**src/logic/apof_pkg.sv**
```systemverilog
// Package: constants for the parallel output formatter
package apof_pkg;
    localparam int RESULT_W = 12;
    localparam int TAG_W = 4;
    localparam int WORD_W = RESULT_W + TAG_W;
    localparam int STATUS_W = 7;
    localparam int UPPER_W = 3;
    localparam int LOWER_W = RESULT_W - UPPER_W;
    localparam int SYNC_STAGES = 2;
    localparam logic [RESULT_W-1:0] RESULT_RST = 12'h000;
    localparam logic [TAG_W-1:0] TAG_RST = 4'h0;
    localparam logic [RESULT_W-1:0] MSB_FLIP = 12'h800;
    localparam int CONV_NS = 1400;
    localparam int CLK_NS = 50;
    localparam int CONV_CYC = (CONV_NS + CLK_NS - 1) / CLK_NS;
    localparam int CNT_W = 6;
    typedef enum logic [1:0] {
        APOF_IDLE = 2'b01,
        APOF_CONV = 2'b10
    } apof_state_t;
endpackage

```
**src/logic/apof_sync.sv**
```systemverilog
// Two-stage synchroniser for pin inputs
`timescale 1ns/1ps
`default_nettype none
module apof_sync #(
    parameter int W = 1
) (
    input wire logic clk_sys, // System clock
    input wire logic rst, // Async reset
    input wire logic ce, // Clock enable
    input wire logic [W-1:0] d, // Raw pin level
    output logic [W-1:0] q // Synchronised level
);
    logic [W-1:0] meta_q;
    always_ff @(posedge clk_sys or posedge rst) begin
        if (rst) begin
            meta_q <= '0;
            q <= '0;
        end else if (ce) begin
            meta_q <= d;
            q <= meta_q;
        end
    end
endmodule
`default_nettype wire

```
**src/logic/apof_top.sv**
```systemverilog
// Parallel output formatter of an eight-channel converter
// Contract
// - Output word is 12-bit result plus tag: three address bits and diff flag.
// - Data pins drive only while read strobe and chip select are both low.
// - Result coding follows polarity_select level alone, no other format control.
// - Polarity_select low gives straight binary, step full scale over 4096.
// - Polarity_select high gives two's complement, step bipolar span over 4096.
// - Readback shows seven-bit sequencer entry while read strobe and chip select low, top three result pins and four tag pins used.
// - Readback keeps lower nine result pins undriven regardless of read strobe.
// - Busy output low from one edge after conversion entry, high once new result is ready.
`timescale 1ns/1ps
`default_nettype none
module apof_top
    import apof_pkg::*;
(
    input wire logic clk_sys, // System clock
    input wire logic rst, // Async reset, active high
    input wire logic ce, // Clock enable
    input wire logic rd_n, // Read strobe pin
    input wire logic cs_n, // Chip select pin
    input wire logic convst_n, // Conversion start pin
    input wire logic polarity_select, // Span polarity pin
    input wire logic readback_mode, // Sequencer readback active
    input wire logic [STATUS_W-1:0] sequencer_status_word, // Current sequencer entry
    input wire logic [2:0] chan_addr, // Channel of conversion
    input wire logic diff_mode, // Differential conversion
    input wire logic conv_done, // Converter core result ready pulse
    input wire logic [RESULT_W-1:0] raw_result, // Offset-binary core result
    output logic busy_n, // Conversion in progress, low
    output logic [WORD_W-1:0] data_out, // Output word
    output logic [WORD_W-1:0] data_oe // Per-pin output enable
);
    // ***************************
    // Pin synchronisation
    // ***************************
    logic [3:0] pins_s;
    logic rd_act;
    logic cs_act;
    logic convst_act;
    logic pol_s;
    // Strobes inverted so the reset value reads as idle
    apof_sync #(.W(4)) u_sync (
        .clk_sys(clk_sys),
        .rst(rst),
        .ce(ce),
        .d({~rd_n, ~cs_n, ~convst_n, polarity_select}),
        .q(pins_s)
    );
    assign {rd_act, cs_act, convst_act, pol_s} = pins_s;

    // ***************************
    // Conversion tracking
    // ***************************
    apof_state_t state_q;
    logic start;
    assign start = convst_act && cs_act;
    always_ff @(posedge clk_sys or posedge rst) begin
        if (rst) begin
            state_q <= APOF_IDLE;
        end else if (ce) begin
            unique case (state_q)
                APOF_IDLE: begin
                    if (start) begin
                        state_q <= APOF_CONV;
                    end
                end
                APOF_CONV: begin
                    if (conv_done) begin
                        state_q <= APOF_IDLE;
                    end
                end
                default: begin
                    state_q <= APOF_IDLE;
                end
            endcase
        end
    end
    // Busy drops one edge after entering conversion
    always_ff @(posedge clk_sys or posedge rst) begin
        if (rst) begin
            busy_n <= 1'b1;
        end else if (ce) begin
            busy_n <= !(state_q == APOF_CONV && !conv_done);
        end
    end

    // ***************************
    // Result coding and latch
    // ***************************
    function automatic logic [RESULT_W-1:0] apof_code(input logic [RESULT_W-1:0] r, input logic bip);
        apof_code = bip ? (r ^ MSB_FLIP) : r;
    endfunction
    logic [RESULT_W-1:0] result_q;
    logic [TAG_W-1:0] tag_q;
    always_ff @(posedge clk_sys or posedge rst) begin
        if (rst) begin
            result_q <= RESULT_RST;
            tag_q <= TAG_RST;
        end else if (ce && state_q == APOF_CONV && conv_done) begin
            result_q <= apof_code(raw_result, pol_s);
            tag_q <= {chan_addr, diff_mode};
        end
    end

    // ***************************
    // Output drive
    // ***************************
    logic drive;
    assign drive = rd_act && cs_act;
    always_ff @(posedge clk_sys or posedge rst) begin
        if (rst) begin
            data_out <= '0;
        end else if (ce) begin
            if (readback_mode) begin
                // Lower bits zeroed, their enables stay low
                data_out <= {sequencer_status_word[6:4], {LOWER_W{1'b0}}, sequencer_status_word[3:0]};
            end else begin
                data_out <= {result_q, tag_q};
            end
        end
    end
    always_ff @(posedge clk_sys or posedge rst) begin
        if (rst) begin
            data_oe <= '0;
        end else if (ce) begin
            if (readback_mode) begin
                data_oe <= {{UPPER_W{drive}}, {LOWER_W{1'b0}}, {TAG_W{drive}}};
            end else begin
                data_oe <= {WORD_W{drive}};
            end
        end
    end

    // ***************************
    // Checks
    // ***************************
    a_oe_needs_strobe: assert property (@(posedge clk_sys) disable iff (rst)
        ce && !drive |=> data_oe == '0) else $error("Pins driven without read and select");

    a_oe_full_read: assert property (@(posedge clk_sys) disable iff (rst)
        ce && drive && !readback_mode |=> data_oe == {WORD_W{1'b1}})
        else $error("Normal read leaves pins undriven");

    a_word_normal: assert property (@(posedge clk_sys) disable iff (rst)
        ce && !readback_mode |=> data_out == $past({result_q, tag_q}))
        else $error("Output word is not result and tag");

    a_lower_float: assert property (@(posedge clk_sys) disable iff (rst)
        ce && readback_mode |=> data_oe[TAG_W +: LOWER_W] == '0) else $error("Lower pins driven in readback");

    a_lower_quiet: assert property (@(posedge clk_sys) disable iff (rst)
        ce && readback_mode |=> data_out[TAG_W +: LOWER_W] == '0)
        else $error("Lower bits carry data in readback");

    a_status_map: assert property (@(posedge clk_sys) disable iff (rst)
        ce && readback_mode |=> data_out[3:0] == $past(sequencer_status_word[3:0])
        && data_out[15:13] == $past(sequencer_status_word[6:4])) else $error("Status word misplaced");

    a_read_drive: assert property (@(posedge clk_sys) disable iff (rst)
        ce && drive && readback_mode |=> data_oe[15:13] == 3'h7) else $error("Status not driven");

    a_tag_drive: assert property (@(posedge clk_sys) disable iff (rst)
        ce && drive && readback_mode |=> data_oe[TAG_W-1:0] == {TAG_W{1'b1}})
        else $error("Status tag pins not driven");

    a_ce_freeze: assert property (@(posedge clk_sys) disable iff (rst)
        !ce |=> $stable(state_q) && $stable(busy_n) && $stable(data_oe) && $stable(data_out))
        else $error("State moved while clock enable low");

    // ***************************
    // Conversion checks
    // ***************************
    a_busy_conv: assert property (@(posedge clk_sys) disable iff (rst)
        ce && state_q == APOF_CONV && !conv_done |=> !busy_n) else $error("Busy high in conversion");

    a_busy_idle: assert property (@(posedge clk_sys) disable iff (rst)
        ce && state_q == APOF_IDLE |=> busy_n) else $error("Busy low while idle");

    a_busy_rise: assert property (@(posedge clk_sys) disable iff (rst)
        ce && state_q == APOF_CONV && conv_done |=> busy_n)
        else $error("Busy not released at result");

    a_start_conv: assert property (@(posedge clk_sys) disable iff (rst)
        ce && state_q == APOF_IDLE && start |=> state_q == APOF_CONV)
        else $error("Start not taken while idle");

    a_conv_hold: assert property (@(posedge clk_sys) disable iff (rst)
        ce && state_q == APOF_CONV && !conv_done |=> state_q == APOF_CONV)
        else $error("Conversion left without result");

    a_idle_no_done: assert property (@(posedge clk_sys) disable iff (rst)
        ce && state_q == APOF_IDLE && conv_done && !start |=> state_q == APOF_IDLE)
        else $error("Result pulse while idle not ignored");

    // ***************************
    // Coding checks
    // ***************************
    a_code_bip: assert property (@(posedge clk_sys) disable iff (rst)
        ce && state_q == APOF_CONV && conv_done && pol_s |=> result_q == ($past(raw_result) ^ MSB_FLIP))
        else $error("Bipolar coding wrong");

    a_code_uni: assert property (@(posedge clk_sys) disable iff (rst)
        ce && state_q == APOF_CONV && conv_done && !pol_s |=> result_q == $past(raw_result))
        else $error("Unipolar coding wrong");

    a_word_tag: assert property (@(posedge clk_sys) disable iff (rst)
        ce && state_q == APOF_CONV && conv_done |=> tag_q == $past({chan_addr, diff_mode}))
        else $error("Tag not captured");

    a_done_idle: assert property (@(posedge clk_sys) disable iff (rst)
        ce && state_q == APOF_IDLE |=> $stable(result_q) && $stable(tag_q))
        else $error("Held word changed while idle");

    // ***************************
    // Coverage
    // ***************************
    // Conversion, normal read, readback, bipolar result, freeze
    c_conv: cover property (@(posedge clk_sys) disable iff (rst) state_q == APOF_CONV ##1 busy_n);
    c_read: cover property (@(posedge clk_sys) disable iff (rst) drive && !readback_mode);
    c_rdbk: cover property (@(posedge clk_sys) disable iff (rst) drive && readback_mode);
    c_bip: cover property (@(posedge clk_sys) disable iff (rst) state_q == APOF_CONV && conv_done && pol_s);
    c_freeze: cover property (@(posedge clk_sys) disable iff (rst) !ce ##1 ce);
endmodule
`default_nettype wire

```
**config.mk**
```make
export PLATFORM = sky130hd
export DESIGN_NAME = apof_top
export DESIGN_NICKNAME = d
export VERILOG_FILES = /design/src/logic/apof_pkg.sv /design/src/logic/apof_sync.sv /design/src/logic/apof_top.sv
export SDC_FILE = /design/constraint.sdc
export NUM_CORES = 1
export LEC_CHECK = 0
export ABC_AREA = 1
export BUFFER_PORTS_ARGS = -buffer_cell sky130_fd_sc_hd__buf_2
export CAP_MARGIN = 20
export CORE_MARGIN = 8
export CORE_UTILIZATION = 39
export CTS_CLUSTER_SIZE = 25
export DETAILED_ROUTE_END_ITERATION = 10
export GPL_TIMING_DRIVEN = 0
export PLACE_DENSITY = 0.72
export SLEW_MARGIN = 20
export SYNTH_ARGS = -nofsm -noshare
export SYNTH_HDL_FRONTEND = slang
export SYNTH_SLANG_ARGS = --single-unit
export TNS_END_PERCENT = 10
```
**constraint.sdc**
```tcl
create_clock -name clk_sys -period 1.4 [get_ports clk_sys]
set_clock_uncertainty 0.15 [all_clocks]
set_input_delay 0 -clock clk_sys [delete_from_list [all_inputs] [get_ports clk_sys]]
set_output_delay 0 -clock clk_sys [all_outputs]
set_load 0.03 [all_outputs]
```
==> results of run 1 <==
-- per-stage QoR --
stage                     instances  instance area, sq um  util (%)  TNS (ps)
final                           393                  2770      58.2         0
after global routing            393                  2770      58.2         0
after CTS                       391                  2740      57.6         0
after detailed placement        352                  2350      49.4         0
after global placement          351                  2330      48.9    -16960
after floorplan                 221                  1930         -         0
-- logic make-up after synthesis --
kind of cell / synth area share, %
flops: 58.5
buf+inv: 9.73
xor+xnor: 0.454
compound gates: 4.93
simple gates: 26.3
-- routing by layer --
layer,part of all wire (%),vias up,track usage (%)
met5,0,-,0
met3,7.5,5,4.63
met2,49,47,23.1
met1,43,787,15.4
li1,-,880,-
met4,0.93,0,4.23
-- path summary, 6_finish.rpt --
path,slack [ps],cells after the start,startpoint,end
worst max register to register,110,6,state_q[0],tag_q[3]
worst min-delay path,130,3,rst,data_out[14]
worst min register to register,320,2,tag_q[0],tag_q[0]
worst max-delay path,110,6,state_q[0],tag_q[3]
min in group clk_sys,290,4,raw_result[4],result_q[4]
max in group asynchronous,400,4,rst,state_q[0]
-- worst max-delay path, stage by stage, from the launching register on --
cell     delay, ps
dfstp_2        530
inv_1          100
nand2_2        110
nor2_4          60
buf_4          140
nand2_1         50
nand2_1         50
-- where the power goes --
part	total, mW	internal (mW)	switching (mW)
Sequential	1.50	1.43	0.0756
Clock	0.765	0.355	0.410
Combinational	0.588	0.242	0.346
-- cell usage in the layout, fill, tap and decap left out --
master,synthesis,routed
dfstp_2,2,2
nand2_2,1,2
dlygate4sd3_1,0,31
buf_4,16,19
dfrtp_1,43,43
xnor2_1,1,1
buf_2,6,68
buf_12,0,1
nor2_4,1,1
nand3_1,13,13
nor2_1,8,8
clkbuf_1,0,3
nand2_1,102,101
inv_1,7,6
inv_2,0,1
buf_6,1,1
o21ai_0,19,19
clkbuf_8,0,5
nand4_4,0,1
-- state kept, by name, indices dropped and copies added (netlist names) --
signal / count
data_out: 16
u_sync.meta_q: 4
busy_n: 1
u_sync.q: 4
state_q: 2
tag_q: 4
data_oe: 2
result_q: 12
-- layout make-up --
class	count	area [sq um]
Inverter	7	26.3
Fill cell	440	1990
Tap cell	67	83.8
Buffer	23	164
Clock buffer	8	80.1
Multi-Input combinational cell	146	623
Sequential cell	45	1130
Timing Repair Buffer	97	661
-- what timing repair did --
item	CTS	global route
setup endpoints to repair	0	10
endpoints found under the hold margin	75	0
gates resized for setup	0	4
hold buffers	31	0
buffers inserted	0	2
==> metrics.cfg, run 1 <==
[power]
finalPower_mw=2.86
p_per_area_nw_per_um2=1030
cellLeakagePower_nw=1.57
ir_drop_v=0.000537

[worst_setup_path]
worstPathRequired_ps=1440
crit_type=reg2reg
worstPathMaxFanout=4
arrival_ps=1330
end_kind=register
critPathLaunchType=register

[placed_design]
io_buffers=63
dpl.hpwl_um=3330
gp_congestion=0.775
dp_slack_ps=33.5

[clock_tree]
cts_tree=done
cts_sinks=45
clkTransAtPathRegs_ps=80
insertion_delay_ps=290
htreeDepth=2
clk_path_buf_depth=2
root_buffer=clkbuf_8
cts_buffers=5

[sta]
max_freq_mhz=772
period_share_pct=92.5
layout_min_cycle_time_ps=1290
timing.hold.ws_ps=132
setup_slack_ps=105
slew_headroom_pct=68.0
rsz0062_at_grt=no
worst_pin_slew_ps=480
finalMaxSlewViolations=0
setup_violations=0
hold_violations=0

[die]
initial_core_util_pct=40.6
coreArea_sq_um=4750
die_h_um=86.3
dieArea_sq_um=7450
num_rows=25
pin_count=65
chipWidth_um=86.3

[synthesis]
synth_top_area_share_pct=55.8
syn_nets=253
yosysSeqAreaShare_pct=58.5
syn_area_sq_um=1930
ys_async_sr_fraction_pct=100
synth_warnings=0
synth_ff_type=dfrtp_1
netlist_top_cells_area=dfrtp_1, nand2_1, buf_4
synthCells=221
yosysMostFrequentCell=nand2_1
synth_edf_count=0
synth.largest_area_cell=dfrtp_1
avgSynthCellArea_sq_um=8.72
synthTopCellsByCount=nand2_1, dfrtp_1, o21ai_0
synth_cell_types=14
ys_ff_latch=45

[route]
routed_wl_um=4820
via_per_inst=4.37
drt_iter0_drc=74
drc=0
first_pass_iters=4
wire_per_inst_um=12.3
num_vias=1719
drtAntennaViolNets=0

[run_status]
run_status=finished, final reports clean

[run]
cap_viol_max_count=0

[global_routing]
track_usage_pct=13.5
antenna_found_initial=0
grt_max_degree=26
globalRouteOverflowTotal=0
grt_pass1_vias=1742
grt_pass1_wl_um=7980

[layout]
diodes=0
drive_gt1_share_pct=31.0
area_growth_pct=43.5
num-nets-final=357

[hold_path]
worst_hold_path_type=in2async

No activity file was read; power rests on OpenSTA's default activity.
==> inputs of run 2 (changes only) <==
- SYNTH_HIERARCHICAL: not set -> 1
==> metrics.cfg, run 2 <==
[run_status]
run_status=finished, final reports clean

[route]
routed_wl_um=5300
num_vias=1834
wire_per_inst_um=12.9
drt_iter0_drc=54
drtAntennaViolNets=0
drc=0
via_per_inst=4.46
first_pass_iters=4

[synthesis]
yosysMostFrequentCell=nand2_1
synth.largest_area_cell=dfrtp_1
syn_area_sq_um=1950
netlist_top_cells_area=dfrtp_1, nand2_1, buf_4
synth_ff_type=dfrtp_1
synth_cell_types=18
synthTopCellsByCount=nand2_1, dfrtp_1, inv_1
yosysSeqAreaShare_pct=57.8
synth_top_area_share_pct=55.1
synth_edf_count=0
ys_async_sr_fraction_pct=100
syn_nets=260
synth_warnings=6
avgSynthCellArea_sq_um=8.57
synthCells=228
ys_ff_latch=45

[die]
num_rows=25
die_h_um=86.8
pin_count=65
coreArea_sq_um=4790
dieArea_sq_um=7530
initial_core_util_pct=40.8
chipWidth_um=86.8

[clock_tree]
cts_tree=done
root_buffer=clkbuf_8
cts_sinks=45
insertion_delay_ps=300
htreeDepth=2
cts_buffers=5
clk_path_buf_depth=2
clkTransAtPathRegs_ps=90

[placed_design]
dp_slack_ps=24.2
gp_congestion=0.781
placedInstanceArea_sq_um=2350
io_buffers=63
dpl.hpwl_um=3470

[global_routing]
track_usage_pct=15.2
grt_max_degree=38
grt_pass1_vias=1880
met3_usage_pct=4.06
met2_usage_pct=26.6
antenna_found_initial=0
grt_pass1_wl_um=8850
grt_most_used_layer=met2
globalRouteOverflowTotal=0
grtUsageMet1_pct=16.7

[worst_setup_path]
arrival_ps=1420
max_stage_delay_ps=560
rrSetupSlack_ps=100
end_kind=register
worstPathRequired_ps=1470
worstPathMaxFanout=1
critPathLaunchType=primary input
r2r-start=state_q[0]
crit_top_cell=dlygate4sd3_1
critical_path.cell_chain=dlygate4sd3_1 > buf_2 > nand2_1 > dlygate4sd3_1 > a31oi_1
crit_type=in2reg
worst_r2r_endpoint=result_q[5]
r2r_cells=6
cp_slowest_cell=dlygate4sd3_1

[sta]
period_share_pct=96.4
setup_slack_ps=50.4
worst_pin_slew_ps=772
finalMaxSlewViolations=0
setup_violations=0
slew_headroom_pct=48.5
layout_min_cycle_time_ps=1350
max_freq_mhz=741
hold_violations=0
rsz0062_at_grt=no

[layout]
area_growth_pct=50.1
num-nets-final=375
multi_input_area_sq_um=598
diodes=0
top_regs=data_out: 16 flops, result_q: 12 flops
final_area_sq_um=2930
regMostFlops=data_out
largest_register_ffs=16
final_cell_mix=nand2_1, buf_2, dlygate4sd3_1, dfrtp_1, inv_1
final_common_cell=nand2_1
register_area_sq_um=1130
drive_gt1_share_pct=29.7
fillerInstances=425

[power]
finalPower_mw=3.12
p_per_area_nw_per_um2=1060
cellLeakagePower_nw=1.58
ir_drop_v=0.000838

[hold_path]
whs_endpoint=data_out[14]
whs_path_depth=4
min_from=readback_mode
worst_hold_path_type=in2reg

[run]
cap_viol_max_count=0

[run 2: cell count changes after synthesis, sizes merged]
cell	change
o21ai	-7
inv	+16
clkbuf	+2
buf	-2
nand2	-10
o22ai	+1
a31oi	+7
[run 2: repair_timing]
item | in CTS | in global routing
gates resized for setup | 0 | 5
hold endpoints to repair | 78 | 2
hold buffers | 43 | 1
buffers inserted | 0 | 1
endpoints found under the setup margin | 0 | 10
[run 2: worst max path at each step]
stage,cells past startpoint,startpoint,end
final,5,sequencer_status_word[6],data_out[15]
after CTS,6,state_q[0],result_q[2]
after detailed placement,6,state_q[0],tag_q[2]
after global placement,2,rst,data_out[7]
after global routing,6,state_q[0],result_q[5]
after floorplan,6,state_q[0],result_q[0]
[run 2: power breakdown]
| part | leakage [nW] | switching [mW] | internal, mW |
|---|---|---|---|
| Sequential | 0.579 | 0.0778 | 1.43 |
| Clock | 0.0554 | 0.443 | 0.536 |
| Combinational | 0.944 | 0.366 | 0.267 |
[run 2: layer usage]
| metal | wire (um) | part of all wire (%) | up-vias |
|---|---|---|---|
| li1 | - | - | 918 |
| met1 | 2170 | 41 | 851 |
| met2 | 2720 | 51 | 59 |
| met3 | 326 | 6.2 | 6 |
| met4 | 84 | 1.6 | 0 |
| met5 | 0 | 0 | - |
[run 2: kinds of logic after synthesis]
family | Yosys count | share of synthesized area [%]
buf+inv | 46 | 12.4
compound gates | 20 | 5.64
simple gates | 116 | 23.7
xor+xnor | 1 | 0.449
flops | 45 | 57.8
[run 2: cell type report]
| class | count | area share [%] |
|---|---|---|
| clock inverters | 2 | 1.32 |
| multi-input cells | 137 | 20.4 |
| well taps | 67 | 2.86 |
| flip-flops and latches | 45 | 38.5 |
| clock buffers | 6 | 2.48 |
| repair buffers | 108 | 26.0 |
| plain buffers | 23 | 5.42 |
| inverters | 23 | 2.94 |
[run 2: stage by stage]
stage	util, %	TNS, ps	std cells	hold WS (ps)
floorplan	-	0	228	-334
global placement	49.2	-2500	358	-182
detailed placement	49.2	0	358	-170
CTS	60.5	0	409	8.44
global route	61.3	0	411	54.9
finish	61.3	0	411	9.15
[run 2: critical path: cells and delay by family]
kind,cells,cell delay [ps]
simple gates,1,40
buf+inv,3,1200
compound gates,1,170
==> inputs of run 3 (changes only) <==
- SETUP_SLACK_MARGIN: not set -> 0.1
==> metrics.cfg, run 3 (synthesis gave the netlist of run 2 again) <==
[sta]
rsz0062_at_grt=yes
setup_violations=0
finalMaxSlewViolations=0
period_share_pct=95.1
layout_min_cycle_time_ps=1330
worst_pin_slew_ps=771
max_freq_mhz=751
slew_headroom_pct=48.5
hold_violations=1
setup_slack_ps=67.9
timing.hold.ws_ps=-126

[hold_path]
whs_endpoint=data_out[0]
min_from=readback_mode
worst_hold_path_type=in2reg
whs_path_depth=3

[run_status]
run_status=finished with violations
violations=negative hold slack

[die]
die_h_um=86.8
initial_core_util_pct=40.8
chipWidth_um=86.8
coreArea_sq_um=4790
pin_count=65
dieArea_sq_um=7530
num_rows=25

[layout]
final_area_sq_um=2930
register_area_sq_um=1130
top_regs=data_out: 16 flops, result_q: 12 flops
regMostFlops=data_out
final_cell_mix=nand2_1, buf_2, dlygate4sd3_1, dfrtp_1, inv_1
diodes=0
final_common_cell=nand2_1
multi_input_area_sq_um=606
largest_register_ffs=16
area_growth_pct=50.0
fillerInstances=424
drive_gt1_share_pct=30.2
utilization_pct=61.2
num-nets-final=372

[route]
wl_met3_um=320
drt_iter0_drc=78
wire_per_inst_um=13.1
routed_wl_um=5350
via_per_inst=4.42
drc=0
num_vias=1802
met1_length_um=2180
drtAntennaViolNets=0
routed-wl-met2_um=2780
first_pass_iters=4
top_layer=met4

[placed_design]
io_buffers=63
placedInstanceArea_sq_um=2350
gp_congestion=0.781
dpl.hpwl_um=3470
dp_slack_ps=24.2

[clock_tree]
cts_tree=done
root_buffer=clkbuf_8
cts_buffers=5
insertion_delay_ps=300
clk_path_buf_depth=2
clkTransAtPathRegs_ps=80
htreeDepth=2
cts_sinks=45
postCtsHoldBufs=43

[run]
cap_viol_max_count=0

[global_routing]
grt_max_degree=38
grt_pass1_wl_um=8960
globalRouteOverflowTotal=0
grt_pass1_vias=1882
track_usage_pct=15.4
antenna_found_initial=0

[worst_setup_path]
end_kind=register
max_stage_delay_ps=560
cp_slowest_cell=dlygate4sd3_1
critical_path.cell_chain=dlygate4sd3_1 > buf_2 > inv_1 > nand2_1 > dlygate4sd3_1 > nand2_1
path_delay_family=buffers and inverters
r2r-start=state_q[0]
rrSetupSlack_ps=150
crit_type=in2reg
worst_r2r_endpoint=result_q[5]
cp.buffers_inverters=4
r2r_cells=5
worstPathRequired_ps=1480
arrival_ps=1420
critPathLaunchType=primary input
worstPathMaxFanout=1

[power]
finalPower_mw=3.12
cellLeakagePower_nw=1.58
p_per_area_nw_per_um2=1060
ir_drop_v=0.000841

## run 3: repair_timing
action,4_1_cts,5_1_grt
buffers inserted,0,1
setup endpoints to repair,10,40
pin swaps,0,2
resized for setup,5,6
endpoints found under the hold margin,78,1
## run 3: where the power goes
part	internal (mW)	total [mW]	switching, mW	leakage [nW]
clock network	0.536	0.978	0.442	0.0554
registers	1.43	1.51	0.0786	0.578
logic	0.265	0.633	0.367	0.952
## run 3: layout make-up
class                           instances  share of cell area [%]
Sequential cell                        45                    38.6
Timing Repair Buffer                  106                    25.8
Multi-Input combinational cell        137                    20.7
Buffer                                 22                    5.25
Inverter                               23                    3.03
Tap cell                               67                    2.86
Clock buffer                            6                    2.48
Clock inverter                          2                    1.32
## run 3: layer usage
layer  vias to the layer above  GRT usage [%]
met1                       834           16.7
met3                         6           4.06
met4                         0           6.10
met5                         -              0
li1                        913              -
met2                        49           27.6
## run 3: how the worst max path moves through the flow
stage	startpoint	to	slack [ps]	depth (start not counted)
floorplan	state_q[0]	result_q[0]	190	6
global placement	rst	data_out[7]	-70	2
detailed placement	state_q[0]	tag_q[2]	20	6
CTS	data_oe[12]	data_oe[11]	100	2
global route	sequencer_status_word[2]	data_out[2]	40	5
finish	cs_n	u_sync/meta_q[2]	70	6
## run 3: metrics by stage
stage / cells / TNS, ps
2_1_floorplan: 228 / 0
3_3_place_gp: 358 / -2500
3_5_place_dp: 358 / 0
4_1_cts: 408 / 0
5_1_grt: 408 / 0
6_report: 408 / 0
## run 3: worst min-delay path, cell delays in order
cell and delay, ps:
buf_2 150, nand2_1 70, a31oi_1 60
